## src/verilog/sfrb3_pkg.sv

```systemverilog
// sfrb3_pkg: offsets, field positions, reset values of the upper register bank.
// assumes a 9-bit data-memory address from the core and 8-bit data.
package sfrb3_pkg;
  localparam int unsigned ADDR_W = 9;
  localparam int unsigned DATA_W = 8;
  localparam logic [8:0] OFS_INDIRECT_DATA = 9'h180;
  localparam logic [8:0] OFS_OPTION = 9'h181;
  localparam logic [8:0] OFS_PC_LOW = 9'h182;
  localparam logic [8:0] OFS_FLAGS = 9'h183;
  localparam logic [8:0] OFS_POINTER = 9'h184;
  localparam logic [8:0] OFS_DIR_B = 9'h186;
  localparam logic [8:0] OFS_DIR_F = 9'h187;
  localparam logic [8:0] OFS_DIR_G = 9'h188;
  localparam logic [8:0] OFS_PC_HIGH = 9'h18a;
  localparam logic [8:0] OFS_INT_CTRL = 9'h18b;
  // processor_flags field positions
  localparam int unsigned BIT_CARRY = 0;
  localparam int unsigned BIT_DIGIT = 1;
  localparam int unsigned BIT_ZERO = 2;
  localparam int unsigned BIT_PDOWN = 3;
  localparam int unsigned BIT_WDTO = 4;
  localparam int unsigned BIT_RP0 = 5;
  localparam int unsigned BIT_RP1 = 6;
  localparam int unsigned BIT_IRP = 7;
  localparam logic [7:0] FLAGS_ALU_MASK = 8'h07;
  localparam logic [7:0] FLAGS_RESET_MASK = 8'h18;
  localparam logic [7:0] FLAGS_WRITE_MASK = 8'he0;
  localparam logic [7:0] FLAGS_POR = 8'h18;
  localparam logic [7:0] PC_HIGH_MASK = 8'h1f;
  localparam logic [7:0] RST_OPTION = 8'hff;
  localparam logic [7:0] RST_PC_LOW = 8'h00;
  localparam logic [7:0] RST_DIR = 8'hff;
  localparam logic [7:0] RST_PC_HIGH = 8'h00;
  localparam logic [7:0] RST_INT_CTRL = 8'h00;
  localparam logic [7:0] RST_POINTER = 8'h00;
  localparam logic [7:0] READ_ZERO = 8'h00;
endpackage

```

## src/verilog/sfrb3_flag_unit.sv

```systemverilog
// sfrb3_flag_unit: next value of the processor flags register.
// assumes the core presents alu flags in the same cycle as the write.
`timescale 1ns/1ns
module sfrb3_flag_unit
(
  input wire logic [7:0] i_cur,
  input wire logic [7:0] i_wdata,
  input wire logic i_wr,
  input wire logic i_alu_upd,
  input wire logic i_alu_zero,
  input wire logic i_alu_digit,
  input wire logic i_alu_carry,
  input wire logic i_subtract,
  input wire logic i_rst_cause_ld,
  input wire logic i_wdto_val,
  input wire logic i_pdown_val,
  output logic [7:0] o_next
);
  logic [7:0] wr_val;
  logic [7:0] alu_val;
  logic [7:0] cause_val;
  logic dig_out;
  logic car_out;

  // subtraction reports borrow as active low
  assign dig_out = i_subtract ? ~i_alu_digit : i_alu_digit;
  assign car_out = i_subtract ? ~i_alu_carry : i_alu_carry;

  // instruction writes reach the bank-select bits here and the alu flag bits below; reset cause bits locked
  assign wr_val = i_wr ?
    ((i_cur & ~sfrb3_pkg::FLAGS_WRITE_MASK) | (i_wdata & sfrb3_pkg::FLAGS_WRITE_MASK)) :
    i_cur;
  // alu update of the three flags overrides a data write to them
  assign alu_val = i_alu_upd ? {wr_val[7:3], i_alu_zero, dig_out, car_out} :
    (i_wr ? {wr_val[7:3], i_wdata[2:0]} : wr_val);
  assign cause_val = i_rst_cause_ld ?
    {alu_val[7:5], i_wdto_val, i_pdown_val, alu_val[2:0]} : alu_val;
  assign o_next = cause_val;
endmodule

```

## src/verilog/sfrb3_bank.sv

```systemverilog
// sfrb3_bank: upper special register bank with status write guard.
// assumes a single-cycle core data access on the instruction clock.
//
// Summary of operation
// - one register holds alu, reset, bank bits
// - flags register writable except its reset-cause bits
// - alu flag update overrides data write
// - reset-cause bits ignore instruction writes
// - clear-file zeroes top bits, sets zero
// - subtraction carries are active-low borrows
// - unimplemented addresses and bits read zero
`timescale 1ns/1ns
module sfrb3_bank
(
  input wire logic i_clock,
  input wire logic i_rst_b,
  input wire logic [8:0] i_addr,
  input wire logic i_rd,
  input wire logic i_wr,
  input wire logic [7:0] i_wdata,
  output logic [7:0] o_rdata,
  input wire logic i_alu_upd,
  input wire logic i_alu_zero,
  input wire logic i_alu_digit,
  input wire logic i_alu_carry,
  input wire logic i_subtract,
  input wire logic i_rst_cause_ld,
  input wire logic i_wdto_val,
  input wire logic i_pdown_val,
  output logic o_ind_rd,
  output logic o_ind_wr,
  output logic [7:0] o_ind_addr,
  output logic [7:0] o_ind_wdata,
  input wire logic [7:0] i_ind_rdata,
  output logic [7:0] o_flags,
  output logic [7:0] o_option,
  output logic [7:0] o_pc_low,
  output logic [4:0] o_pc_high,
  output logic [7:0] o_dir_b,
  output logic [7:0] o_dir_f,
  output logic [7:0] o_dir_g,
  output logic [7:0] o_int_ctrl
);
  ////////////////////////////////////////////////////////////////////////////
  // port direction registers b, f and g, in that order
  localparam int unsigned DIR_N = 3;

  logic [7:0] flags_reg;
  logic [7:0] flags_next;
  logic [7:0] option_reg;
  logic [7:0] option_next;
  logic [7:0] pc_low_reg;
  logic [7:0] pc_low_next;
  logic [7:0] pointer_reg;
  logic [7:0] pointer_next;
  logic [7:0] dir_reg [DIR_N];
  logic [7:0] dir_next [DIR_N];
  logic [7:0] pc_high_reg;
  logic [7:0] pc_high_next;
  logic [7:0] int_ctrl_reg;
  logic [7:0] int_ctrl_next;
  logic [7:0] rdata_reg;
  logic [7:0] rdata_next;
  logic sel_ind;
  logic sel_opt;
  logic sel_pcl;
  logic sel_flg;
  logic sel_ptr;
  logic sel_db;
  logic sel_df;
  logic sel_dg;
  logic sel_pch;
  logic sel_int;
  logic [DIR_N-1:0] sel_dir;
  logic wr_opt;
  logic wr_pcl;
  logic wr_ptr;
  logic wr_pch;
  logic wr_int;
  logic [DIR_N-1:0] wr_dir;
  logic [7:0] rd_mux;

  ////////////////////////////////////////////////////////////////////////////
  assign sel_ind = (i_addr == sfrb3_pkg::OFS_INDIRECT_DATA);
  assign sel_opt = (i_addr == sfrb3_pkg::OFS_OPTION);
  assign sel_pcl = (i_addr == sfrb3_pkg::OFS_PC_LOW);
  assign sel_flg = (i_addr == sfrb3_pkg::OFS_FLAGS);
  assign sel_ptr = (i_addr == sfrb3_pkg::OFS_POINTER);
  assign sel_db = (i_addr == sfrb3_pkg::OFS_DIR_B);
  assign sel_df = (i_addr == sfrb3_pkg::OFS_DIR_F);
  assign sel_dg = (i_addr == sfrb3_pkg::OFS_DIR_G);
  assign sel_pch = (i_addr == sfrb3_pkg::OFS_PC_HIGH);
  assign sel_int = (i_addr == sfrb3_pkg::OFS_INT_CTRL);
  assign sel_dir = {sel_dg, sel_df, sel_db};

  // write strobes per register; writes off the map are dropped
  assign wr_opt = i_wr & sel_opt;
  assign wr_pcl = i_wr & sel_pcl;
  assign wr_ptr = i_wr & sel_ptr;
  assign wr_pch = i_wr & sel_pch;
  assign wr_int = i_wr & sel_int;
  assign wr_dir = sel_dir & {DIR_N{i_wr}};

  assign option_next = wr_opt ? i_wdata : option_reg;
  assign pc_low_next = wr_pcl ? i_wdata : pc_low_reg;
  assign pointer_next = wr_ptr ? i_wdata : pointer_reg;
  // upper latch bits are masked off on write and read, so they can never read back set
  assign pc_high_next = wr_pch ? (i_wdata & sfrb3_pkg::PC_HIGH_MASK) : pc_high_reg;
  assign int_ctrl_next = wr_int ? i_wdata : int_ctrl_reg;
  // captured on reads only, so a result stands until the next read
  assign rdata_next = i_rd ? rd_mux : rdata_reg;

  // no storage behind the indirect port; the pointer picks the byte
  assign o_ind_rd = i_rd & sel_ind;
  assign o_ind_wr = i_wr & sel_ind;
  assign o_ind_addr = pointer_reg;
  assign o_ind_wdata = i_wdata;

  // clear-file: the core writes zero, flags a zero result and echoes the
  // current digit and carry flags, so the guard yields 000u u1uu
  sfrb3_flag_unit u_flags
  (
    .i_cur(flags_reg),
    .i_wdata(i_wdata),
    .i_wr(i_wr & sel_flg),
    .i_alu_upd(i_alu_upd),
    .i_alu_zero(i_alu_zero),
    .i_alu_digit(i_alu_digit),
    .i_alu_carry(i_alu_carry),
    .i_subtract(i_subtract),
    .i_rst_cause_ld(i_rst_cause_ld),
    .i_wdto_val(i_wdto_val),
    .i_pdown_val(i_pdown_val),
    .o_next(flags_next)
  );

  assign rd_mux =
    sel_ind ? i_ind_rdata :
    sel_opt ? option_reg :
    sel_pcl ? pc_low_reg :
    sel_flg ? flags_reg :
    sel_ptr ? pointer_reg :
    sel_db ? dir_reg[0] :
    sel_df ? dir_reg[1] :
    sel_dg ? dir_reg[2] :
    sel_pch ? (pc_high_reg & sfrb3_pkg::PC_HIGH_MASK) :
    sel_int ? int_ctrl_reg :
    sfrb3_pkg::READ_ZERO;

  ////////////////////////////////////////////////////////////////////////////
  always_ff @(posedge i_clock or negedge i_rst_b)
  begin
    if (!i_rst_b)
      flags_reg <= sfrb3_pkg::FLAGS_POR;
    else
      flags_reg <= flags_next;
  end

  always_ff @(posedge i_clock or negedge i_rst_b)
  begin
    if (!i_rst_b)
      option_reg <= sfrb3_pkg::RST_OPTION;
    else
      option_reg <= option_next;
  end

  always_ff @(posedge i_clock or negedge i_rst_b)
  begin
    if (!i_rst_b)
      pc_low_reg <= sfrb3_pkg::RST_PC_LOW;
    else
      pc_low_reg <= pc_low_next;
  end

  // pointer reset is a free choice; software loads it before use
  always_ff @(posedge i_clock or negedge i_rst_b)
  begin
    if (!i_rst_b)
      pointer_reg <= sfrb3_pkg::RST_POINTER;
    else
      pointer_reg <= pointer_next;
  end

  always_ff @(posedge i_clock or negedge i_rst_b)
  begin
    if (!i_rst_b)
      pc_high_reg <= sfrb3_pkg::RST_PC_HIGH;
    else
      pc_high_reg <= pc_high_next;
  end

  always_ff @(posedge i_clock or negedge i_rst_b)
  begin
    if (!i_rst_b)
      int_ctrl_reg <= sfrb3_pkg::RST_INT_CTRL;
    else
      int_ctrl_reg <= int_ctrl_next;
  end

  always_ff @(posedge i_clock or negedge i_rst_b)
  begin
    if (!i_rst_b)
      rdata_reg <= sfrb3_pkg::READ_ZERO;
    else
      rdata_reg <= rdata_next;
  end

  // one write path serves every port direction register
  for (genvar n = 0; n < DIR_N; n++)
  begin : g_dir
    assign dir_next[n] = wr_dir[n] ? i_wdata : dir_reg[n];
    always_ff @(posedge i_clock or negedge i_rst_b)
    begin
      if (!i_rst_b)
        dir_reg[n] <= sfrb3_pkg::RST_DIR;
      else
        dir_reg[n] <= dir_next[n];
    end
  end

  ////////////////////////////////////////////////////////////////////////////
  assign o_rdata = rdata_reg;
  assign o_flags = flags_reg;
  assign o_option = option_reg;
  assign o_pc_low = pc_low_reg;
  assign o_pc_high = pc_high_reg[4:0];
  assign o_dir_b = dir_reg[0];
  assign o_dir_f = dir_reg[1];
  assign o_dir_g = dir_reg[2];
  assign o_int_ctrl = int_ctrl_reg;
endmodule

```

## config.mk

```make
export PLATFORM = sky130hd
export DESIGN_NAME = sfrb3_bank
export DESIGN_NICKNAME = d
export VERILOG_FILES = /design/src/verilog/sfrb3_pkg.sv /design/src/verilog/sfrb3_flag_unit.sv /design/src/verilog/sfrb3_bank.sv
export SDC_FILE = /design/constraint.sdc
export NUM_CORES = 1
export LEC_CHECK = 0
export BUFFER_PORTS_ARGS = -buffer_cell sky130_fd_sc_hd__buf_4
export CAP_MARGIN = 20
export CORE_ASPECT_RATIO = 2
export CORE_MARGIN = 1
export CORE_UTILIZATION = 49
export DETAILED_ROUTE_END_ITERATION = 10
export PLACE_DENSITY_LB_ADDON = 0.2
export SETUP_SLACK_MARGIN = 0.2
export SLEW_MARGIN = 20
export SYNTH_ARGS = -nofsm -noshare
export SYNTH_HDL_FRONTEND = slang
export SYNTH_SLANG_ARGS = --single-unit
```

## constraint.sdc

```tcl
create_clock -name i_clock -period 3.95 [get_ports i_clock]
set_input_delay 0.9875 -clock i_clock [delete_from_list [all_inputs] [get_ports i_clock]]
set_output_delay 0.9875 -clock i_clock [all_outputs]
set_load 0.01 [all_outputs]
```

# [Word level (Yosys, flattened, before mapping)]
# Cells that the tools add are included.
[word_totals] wordCells=48 mem_bits_rw=0 mem_count=0 ff_bits=77 input_bits=37 latch_bits=0 rom_bits=0 out_inout_bits=87
[classes] mux=16 add_sub_neg=0 magnitude_cmp=0 reduce_logical=0 n_shift=0 n_bitwise=12 eq_ne=10 mul=0 div_mod_pow=0
[ops] op="$eq 9x9->1 const B" n=10
[ops] op="$mux 8" n=11
[ops] op="$and 1x1->1" n=8
[ops] op="$or 5x8->8" n=1
[ops] op="$mux 3" n=2
[ops] op="$mux 5" n=1
[ops] op="$and 3x3->3" n=1
[ops] op="$mux 1" n=2
[ops] op="$not 1->1" n=2

# [Logic depth before layout (Yosys ltp)]
# Gate-level depths: netlist of run 1.
[depth] ltp_word=11 mapped_depth=7 ltp_nobuf=5

# [By module]
# Synthesis of run 1 repeated with hierarchy kept, for this count alone.
[hier_totals] hier_cells=349 hier_area_um2=4113.9
[by_module_without_submodules] mod="sfrb3_bank" n_inst=1 cells_each=334 seq_area_each_um2=1969.4 area_per_inst_um2=3958.8
[by_module_without_submodules] mod="sfrb3_flag_unit" n_inst=1 cells_each=15 seq_area_each_um2=0.0 area_per_inst_um2=155.1

# [Worst setup path before layout of run 1]
# OpenSTA, ideal clock, no wires.
[synth_path] kind="input-to-output" from="in i_addr[2]" to="out o_ind_rd" slack_ns=0.979 cell_stages=5 path_buffers=2 arrival_time_ns=1.984 path_cell_list="buf_4 nor2_1 clkbuf_1 nand3_1 nor2_1"
[synth_via] elab_chain_len=2
[synth_rtl] element="from (decl)" line="sfrb3_bank.sv:17" source="input wire logic [8:0] i_addr,"
[synth_rtl] element="$eq 9x9->1" line="sfrb3_bank.sv:84" source="assign sel_ind = (i_addr == sfrb3_pkg::OFS_INDIRECT_DATA);"
[synth_rtl] element="$and 1x1->1" line="sfrb3_bank.sv:114" source="assign o_ind_rd = i_rd & sel_ind;"
[synth_rtl] element="to (decl)" line="sfrb3_bank.sv:30" source="output logic o_ind_rd,"
# Every way passes these cells.

# [Final worst setup path of run 1]
[layout_path] from="in i_addr[5]" to="out o_ind_wr"
[layout_via] elab_chain_len=2
[layout_rtl] element="$eq 9x9->1" line="sfrb3_bank.sv:84"
[layout_rtl] element="$and 1x1->1" line="sfrb3_bank.sv:115" source="assign o_ind_wr = i_wr & sel_ind;"
[layout_rtl] element="to (decl)" line="sfrb3_bank.sv:31" source="output logic o_ind_wr,"
# Every way passes these cells.

==> results of run 1 <==
-- final cells by class --
type                       count  area share
clock buffer                  12      0.0476
clock inverter                 2     0.00186
inverter                      13     0.00905
multi-input combinational    240       0.378
sequential                    77       0.365
tap                           98      0.0227
timing repair buffer         126       0.175
-- through the flow --
stage	power, W	utilization	cells
2_1_floorplan	0.000987	-	356
5_1_grt	0.00193	0.650	568
3_5_place_dp	0.00111	0.618	554
4_1_cts	0.00186	0.650	568
6_report	0.00185	0.650	568
3_3_place_gp	0.00111	0.618	554
-- worst paths after layout --
| check | end | slack (ns) |
|---|---|---|
| setup / recovery | o_ind_wr | 0.79 |
| hold / removal | o_option[1]$_DFFE_PN1P_ | 0.54 |
| setup reg to reg | o_rdata[0]$_DFFE_PN0P_ | 2.51 |
| hold reg to reg | o_option[1]$_DFFE_PN1P_ | 0.54 |
| max in group asynchronous | o_ind_addr[3]$_DFFE_PN0P_ | 2.53 |
| min in group asynchronous | o_int_ctrl[7]$_DFFE_PN0P_ | 0.80 |
-- cell usage in the layout (no fill, tap or decap), drive strengths merged, types with 5 or more instances in the layout --
cell | synthesis | routed
inv | 13 | 13
dfrtp | 43 | 43
mux2 | 66 | 66
o21ai | 12 | 12
nor2b | 7 | 7
and2 | 6 | 6
a21oi | 27 | 27
dfstp | 34 | 34
o22ai | 10 | 10
a31oi | 5 | 5
clkbuf | 9 | 12
buf | 17 | 126
and3 | 5 | 5
nor2 | 21 | 21
nand2b | 7 | 7
nand2 | 16 | 16
mux2i | 15 | 15
-- power by group --
group | leakage [nW] | internal, W | switching [W] | total (W)
clock network | 0.134 | 0.000450 | 0.000302 | 0.000752
registers | 0.934 | 0.000828 | 0.0000272 | 0.000856
logic | 1.53 | 0.000119 | 0.000128 | 0.000247
total | 2.60 | 0.00140 | 0.000457 | 0.00185
-- cells by family after synthesis --
kind of cell           synth area share
AO/OA/AOI/OAI                     0.119
XOR/XNOR                        0.00416
buffers and inverters            0.0479
flip-flops                        0.468
multiplexers                      0.231
AND/OR/NAND/NOR                   0.130
-- worst reg2reg max path: stages (launching register included) --
cell and delay [ns]:
dfstp_2 0.56, mux2i_1 0.08, a21oi_1 0.18, o21ai_0 0.11, and3_1 0.20, a2111oi_2 0.21
-- layer usage --
metal / up-vias / global-route usage / wire length [um]
met5: - / 0 / 0
met4: 0 / 0.152 / 460
met3: 34 / 0.0457 / 509
met2: 114 / 0.501 / 6660
met1: 1621 / 0.292 / 4090
li1: 1504 / - / -
==> flow_summary.json, run 1 <==
{
  "status": "complete, no violations",
  "hold_viol": 0,
  "place_hpwl_mm": 8.71,
  "wl_mm": 11.7,
  "hold_ws_ns": 0.539,
  "endpoint_kind": "primary output",
  "grt_overflow": 0,
  "peakVddDrop_mv": 0.267,
  "numClockSinks": 77,
  "drv_slew": 0,
  "rows": 47,
  "antenna_found_initial": 0,
  "synth_warnings": 0,
  "wl_per_cell_um": 20.6,
  "drc_errors": 0,
  "ant_nets": 0,
  "critPathLaunchType": "input pin",
  "worstHoldStart": "o_option[1]$_DFFE_PN1P_",
  "hp-class": "reg -> reg",
  "seqCellArea_um2": 1970,
  "synth_top_flop_cell": "dfrtp_1",
  "slowest_delay_ns": 0.30,
  "place_area_um2": 5120,
  "critPathLaunch": "i_addr[5]",
  "p_per_area_nw_per_um2": 344,
  "crit_top_cell": "buf_4",
  "post_drt_via_cell_ratio": 5.76,
  "numCtsBuffers": 9,
  "critPathMaxFanout": 9,
  "yosysTopAreaCell": "dfrtp_1",
  "reg2reg_depth": 5,
  "dr.pass1.iters": 4,
  "clock_latency_ns": 0.34,
  "setup_slack_ns": 0.790,
  "n_fill_cell": 684,
  "synth.area.top_cells": "dfrtp_1 26%, dfstp_2 21%, mux2_2 12%",
  "dp_slack_ns": 0.769,
  "post_cts_buffers": 0,
  "grt_pass1_wl_mm": 18.3,
  "synth_top_area_share": 0.256,
  "leakagePower_nw": 2.60,
  "critPathBufInv": 2,
  "maxCapViolCount": 0,
  "synth-async-reset-ratio": 1.00,
  "tns_ns": 0,
  "core_area_um2": 8290,
  "clk_pin_slew_worst_paths_ns": 0.05,
  "die_w_um": 67.5,
  "ctsHoldBuffers": 0,
  "max-slew-margin-rel": 0.365,
  "crit_type": "in -> out",
  "slowest_stage": "nor4b_4",
  "cpLargestDelayFamily": "simple AND/OR/NAND/NOR gates",
  "syn_inst": 356,
  "die_area_um2": 8990,
  "postCtsResizedCells": 0,
  "ys_ff_latch": 77,
  "fin_nets": 504,
  "yosys-top-cells-count": "45 x mux2_2, 43 x dfrtp_1, 34 x dfstp_2",
  "cts_tree": "yes",
  "start_util": 0.508,
  "synth_area_um2": 4210,
  "clock_path_buffers": 2,
  "portBuffers": 123,
  "grt_max_degree": 78,
  "io_pins": 124,
  "crit_chain": "buf_4 -> nor4b_4 -> and2_1 -> nand3_1 -> nor2_1 -> buf_4",
  "min_period_ns": 3.16,
  "root_buffer": "clkbuf_16",
  "arrival_ns": 2.17,
  "multi_input_area_um2": 2040,
  "fmax_mhz": 316,
  "htreeDepth": 3,
  "syn_nets": 393,
  "path_depth": 6,
  "die_y_um": 133,
  "postSynthAreaPerCell_um2": 11.8,
  "setup_violations": 0,
  "rsz0062_at_grt": "no",
  "first_iter_violations": 192,
  "first_global_vias": 3495,
  "final_area_um2": 5390,
  "syn_to_final_growth_pct": 28.1,
  "r2r-start": "o_option[0]$_DFFE_PN1P_",
  "seq_area_frac_synth": 0.468,
  "antenna_cells": 0,
  "synth_most_common_cell": "mux2_2",
  "num_vias": 3273,
  "grt_usage": 0.280,
  "fin_skew_ns": 0.00452,
  "required_ns": 2.96,
  "ys_types": 49,
  "hold_depth": 2,
  "post_route_cells_drive_above_1_share": 0.553,
  "synth_edf_count": 0,
  "post-route-period-util": 0.800,
  "worstMarginPinSlew_ns": 0.953,
  "gp_congestion": 0.868
}
Note: power is estimated with default switching activity, not from simulation.
==> run 2: changes to the inputs <==
Settings changed: CORE_UTILIZATION 49 to 47.
Clock period 3.95 ns to 2.7 ns, I/O delays scaled along.
==> flow_summary.json, run 2 (synthesized netlist as in run 1, its figures left out) <==
{
  "place_hpwl_mm": 8.94,
  "die_w_um": 68.9,
  "p_per_area_nw_per_um2": 500,
  "numCtsBuffers": 9,
  "rows": 48,
  "post_drt_via_cell_ratio": 5.72,
  "syn_to_final_growth_pct": 31.2,
  "grt_overflow": 0,
  "fin_skew_ns": 0.00311,
  "hp-class": "in -> async",
  "required_ns": 2.03,
  "reg2reg_depth": 5,
  "rsz0062_at_grt": "no",
  "post_route_cells_drive_above_1_share": 0.568,
  "io_pins": 124,
  "final_common_cell": "buf_4",
  "tns_ns": 0,
  "cts_tree": "yes",
  "clk_pin_slew_worst_paths_ns": 0.06,
  "dp_slack_ns": 0.301,
  "grt_max_degree": 40,
  "wl_per_cell_um": 20.1,
  "leakagePower_nw": 2.67,
  "first_global_vias": 3475,
  "worstMarginPinSlew_ns": 0.521,
  "num_vias": 3349,
  "fin_nets": 518,
  "clock_latency_ns": 0.34,
  "grt_usage": 0.269,
  "start_util": 0.487,
  "grt_pass1_wl_mm": 18.0,
  "dr.pass1.iters": 7,
  "setup_slack_ns": 0.305,
  "max-slew-margin-rel": 0.653,
  "critPathLaunchType": "input pin",
  "htreeDepth": 3,
  "post_cts_buffers": 0,
  "crit_type": "in -> out",
  "portBuffers": 123,
  "drv_slew": 0,
  "antenna_cells": 0,
  "n_fill_cell": 735,
  "maxCapViolCount": 0,
  "final_cell_mix": "139 x buf_4, 45 x mux2_2, 43 x dfrtp_1",
  "drc_errors": 0,
  "setup_violations": 0,
  "hold_viol": 0,
  "gp_congestion": 0.912,
  "peakVddDrop_mv": 0.458,
  "postCtsResizedCells": 0,
  "status": "complete, no violations",
  "fmax_mhz": 418,
  "min_period_ns": 2.39,
  "wl_mm": 11.8,
  "antenna_found_initial": 0,
  "ant_nets": 0,
  "core_area_um2": 8650,
  "ctsHoldBuffers": 0,
  "post-route-period-util": 0.887,
  "first_iter_violations": 243,
  "endpoint_kind": "primary output",
  "root_buffer": "clkbuf_16",
  "numClockSinks": 77,
  "die_area_um2": 9360,
  "critPathMaxFanout": 4,
  "clock_path_buffers": 2,
  "die_y_um": 136,
  "arrival_ns": 1.72
}
-- run 2: changes by cell type in the layout (fill, tap and decap cells not counted) --
cell | previous run | this run
buf_4 | 126 | 139
buf_12 | 0 | 1
clkinv_2 | 2 | 3
clkinvlp_4 | 0 | 1
-- run 2: critical path, stage by stage --
cell,delay [ns]
buf_4,0.12
nor4b_4,0.30
and2_1,0.24
nand3_1,0.13
nor2_1,0.13
buf_4,0.13
-- run 2: cell type report --
| cell class | instances | area [um2] | area share |
|---|---|---|---|
| inverter | 13 | 48.8 | 0.00883 |
| sequential | 77 | 1970 | 0.357 |
| tap | 100 | 125 | 0.0227 |
| timing repair buffer | 140 | 1060 | 0.193 |
| multi-input combinational | 240 | 2040 | 0.369 |
| clock buffer | 12 | 256 | 0.0464 |
| clock inverter | 4 | 22.5 | 0.00408 |
-- run 2: path summary, 6_finish.rpt --
kind / from / endpoint / slack [ns]
worst max-delay path: i_addr[5] / o_ind_wr / 0.31
worst min-delay path: i_rst_b / o_pc_low[5]$_DFFE_PN0P_ / 0.32
worst max register to register: o_flags[4]$_DFFE_PN1P_ / o_rdata[4]$_DFFE_PN0P_ / 1.22
worst min register to register: o_pc_low[1]$_DFFE_PN0P_ / o_pc_low[1]$_DFFE_PN0P_ / 0.53
max in group asynchronous: i_rst_b / o_option[1]$_DFFE_PN1P_ / 1.73
min in group i_clock: o_pc_low[1]$_DFFE_PN0P_ / o_pc_low[1]$_DFFE_PN0P_ / 0.53
-- run 2: stage by stage --
step | util | instance area, um2 | total power, W | hold WS (ns) | std cells
6_report | 0.639 | 5520 | 0.00276 | 0.316 | 586
3_3_place_gp | 0.606 | 5250 | 0.00164 | 0.511 | 570
5_1_grt | 0.639 | 5520 | 0.00286 | 0.349 | 586
4_1_cts | 0.639 | 5520 | 0.00277 | 0.332 | 586
3_5_place_dp | 0.606 | 5250 | 0.00165 | 0.514 | 570
2_1_floorplan | - | 4210 | 0.00144 | 0.379 | 356
-- run 2: routing by layer --
metal,vias up,part of all wire,GRT usage
met4,0,0.037,0.139
li1,1534,-,-
met2,118,0.56,0.481
met3,26,0.041,0.0361
met5,-,0,0
met1,1671,0.36,0.292
-- run 2: report_power, final --
group          switching (W)  internal, W
logic               0.000196     0.000185
registers          0.0000372      0.00121
clock network       0.000464     0.000668
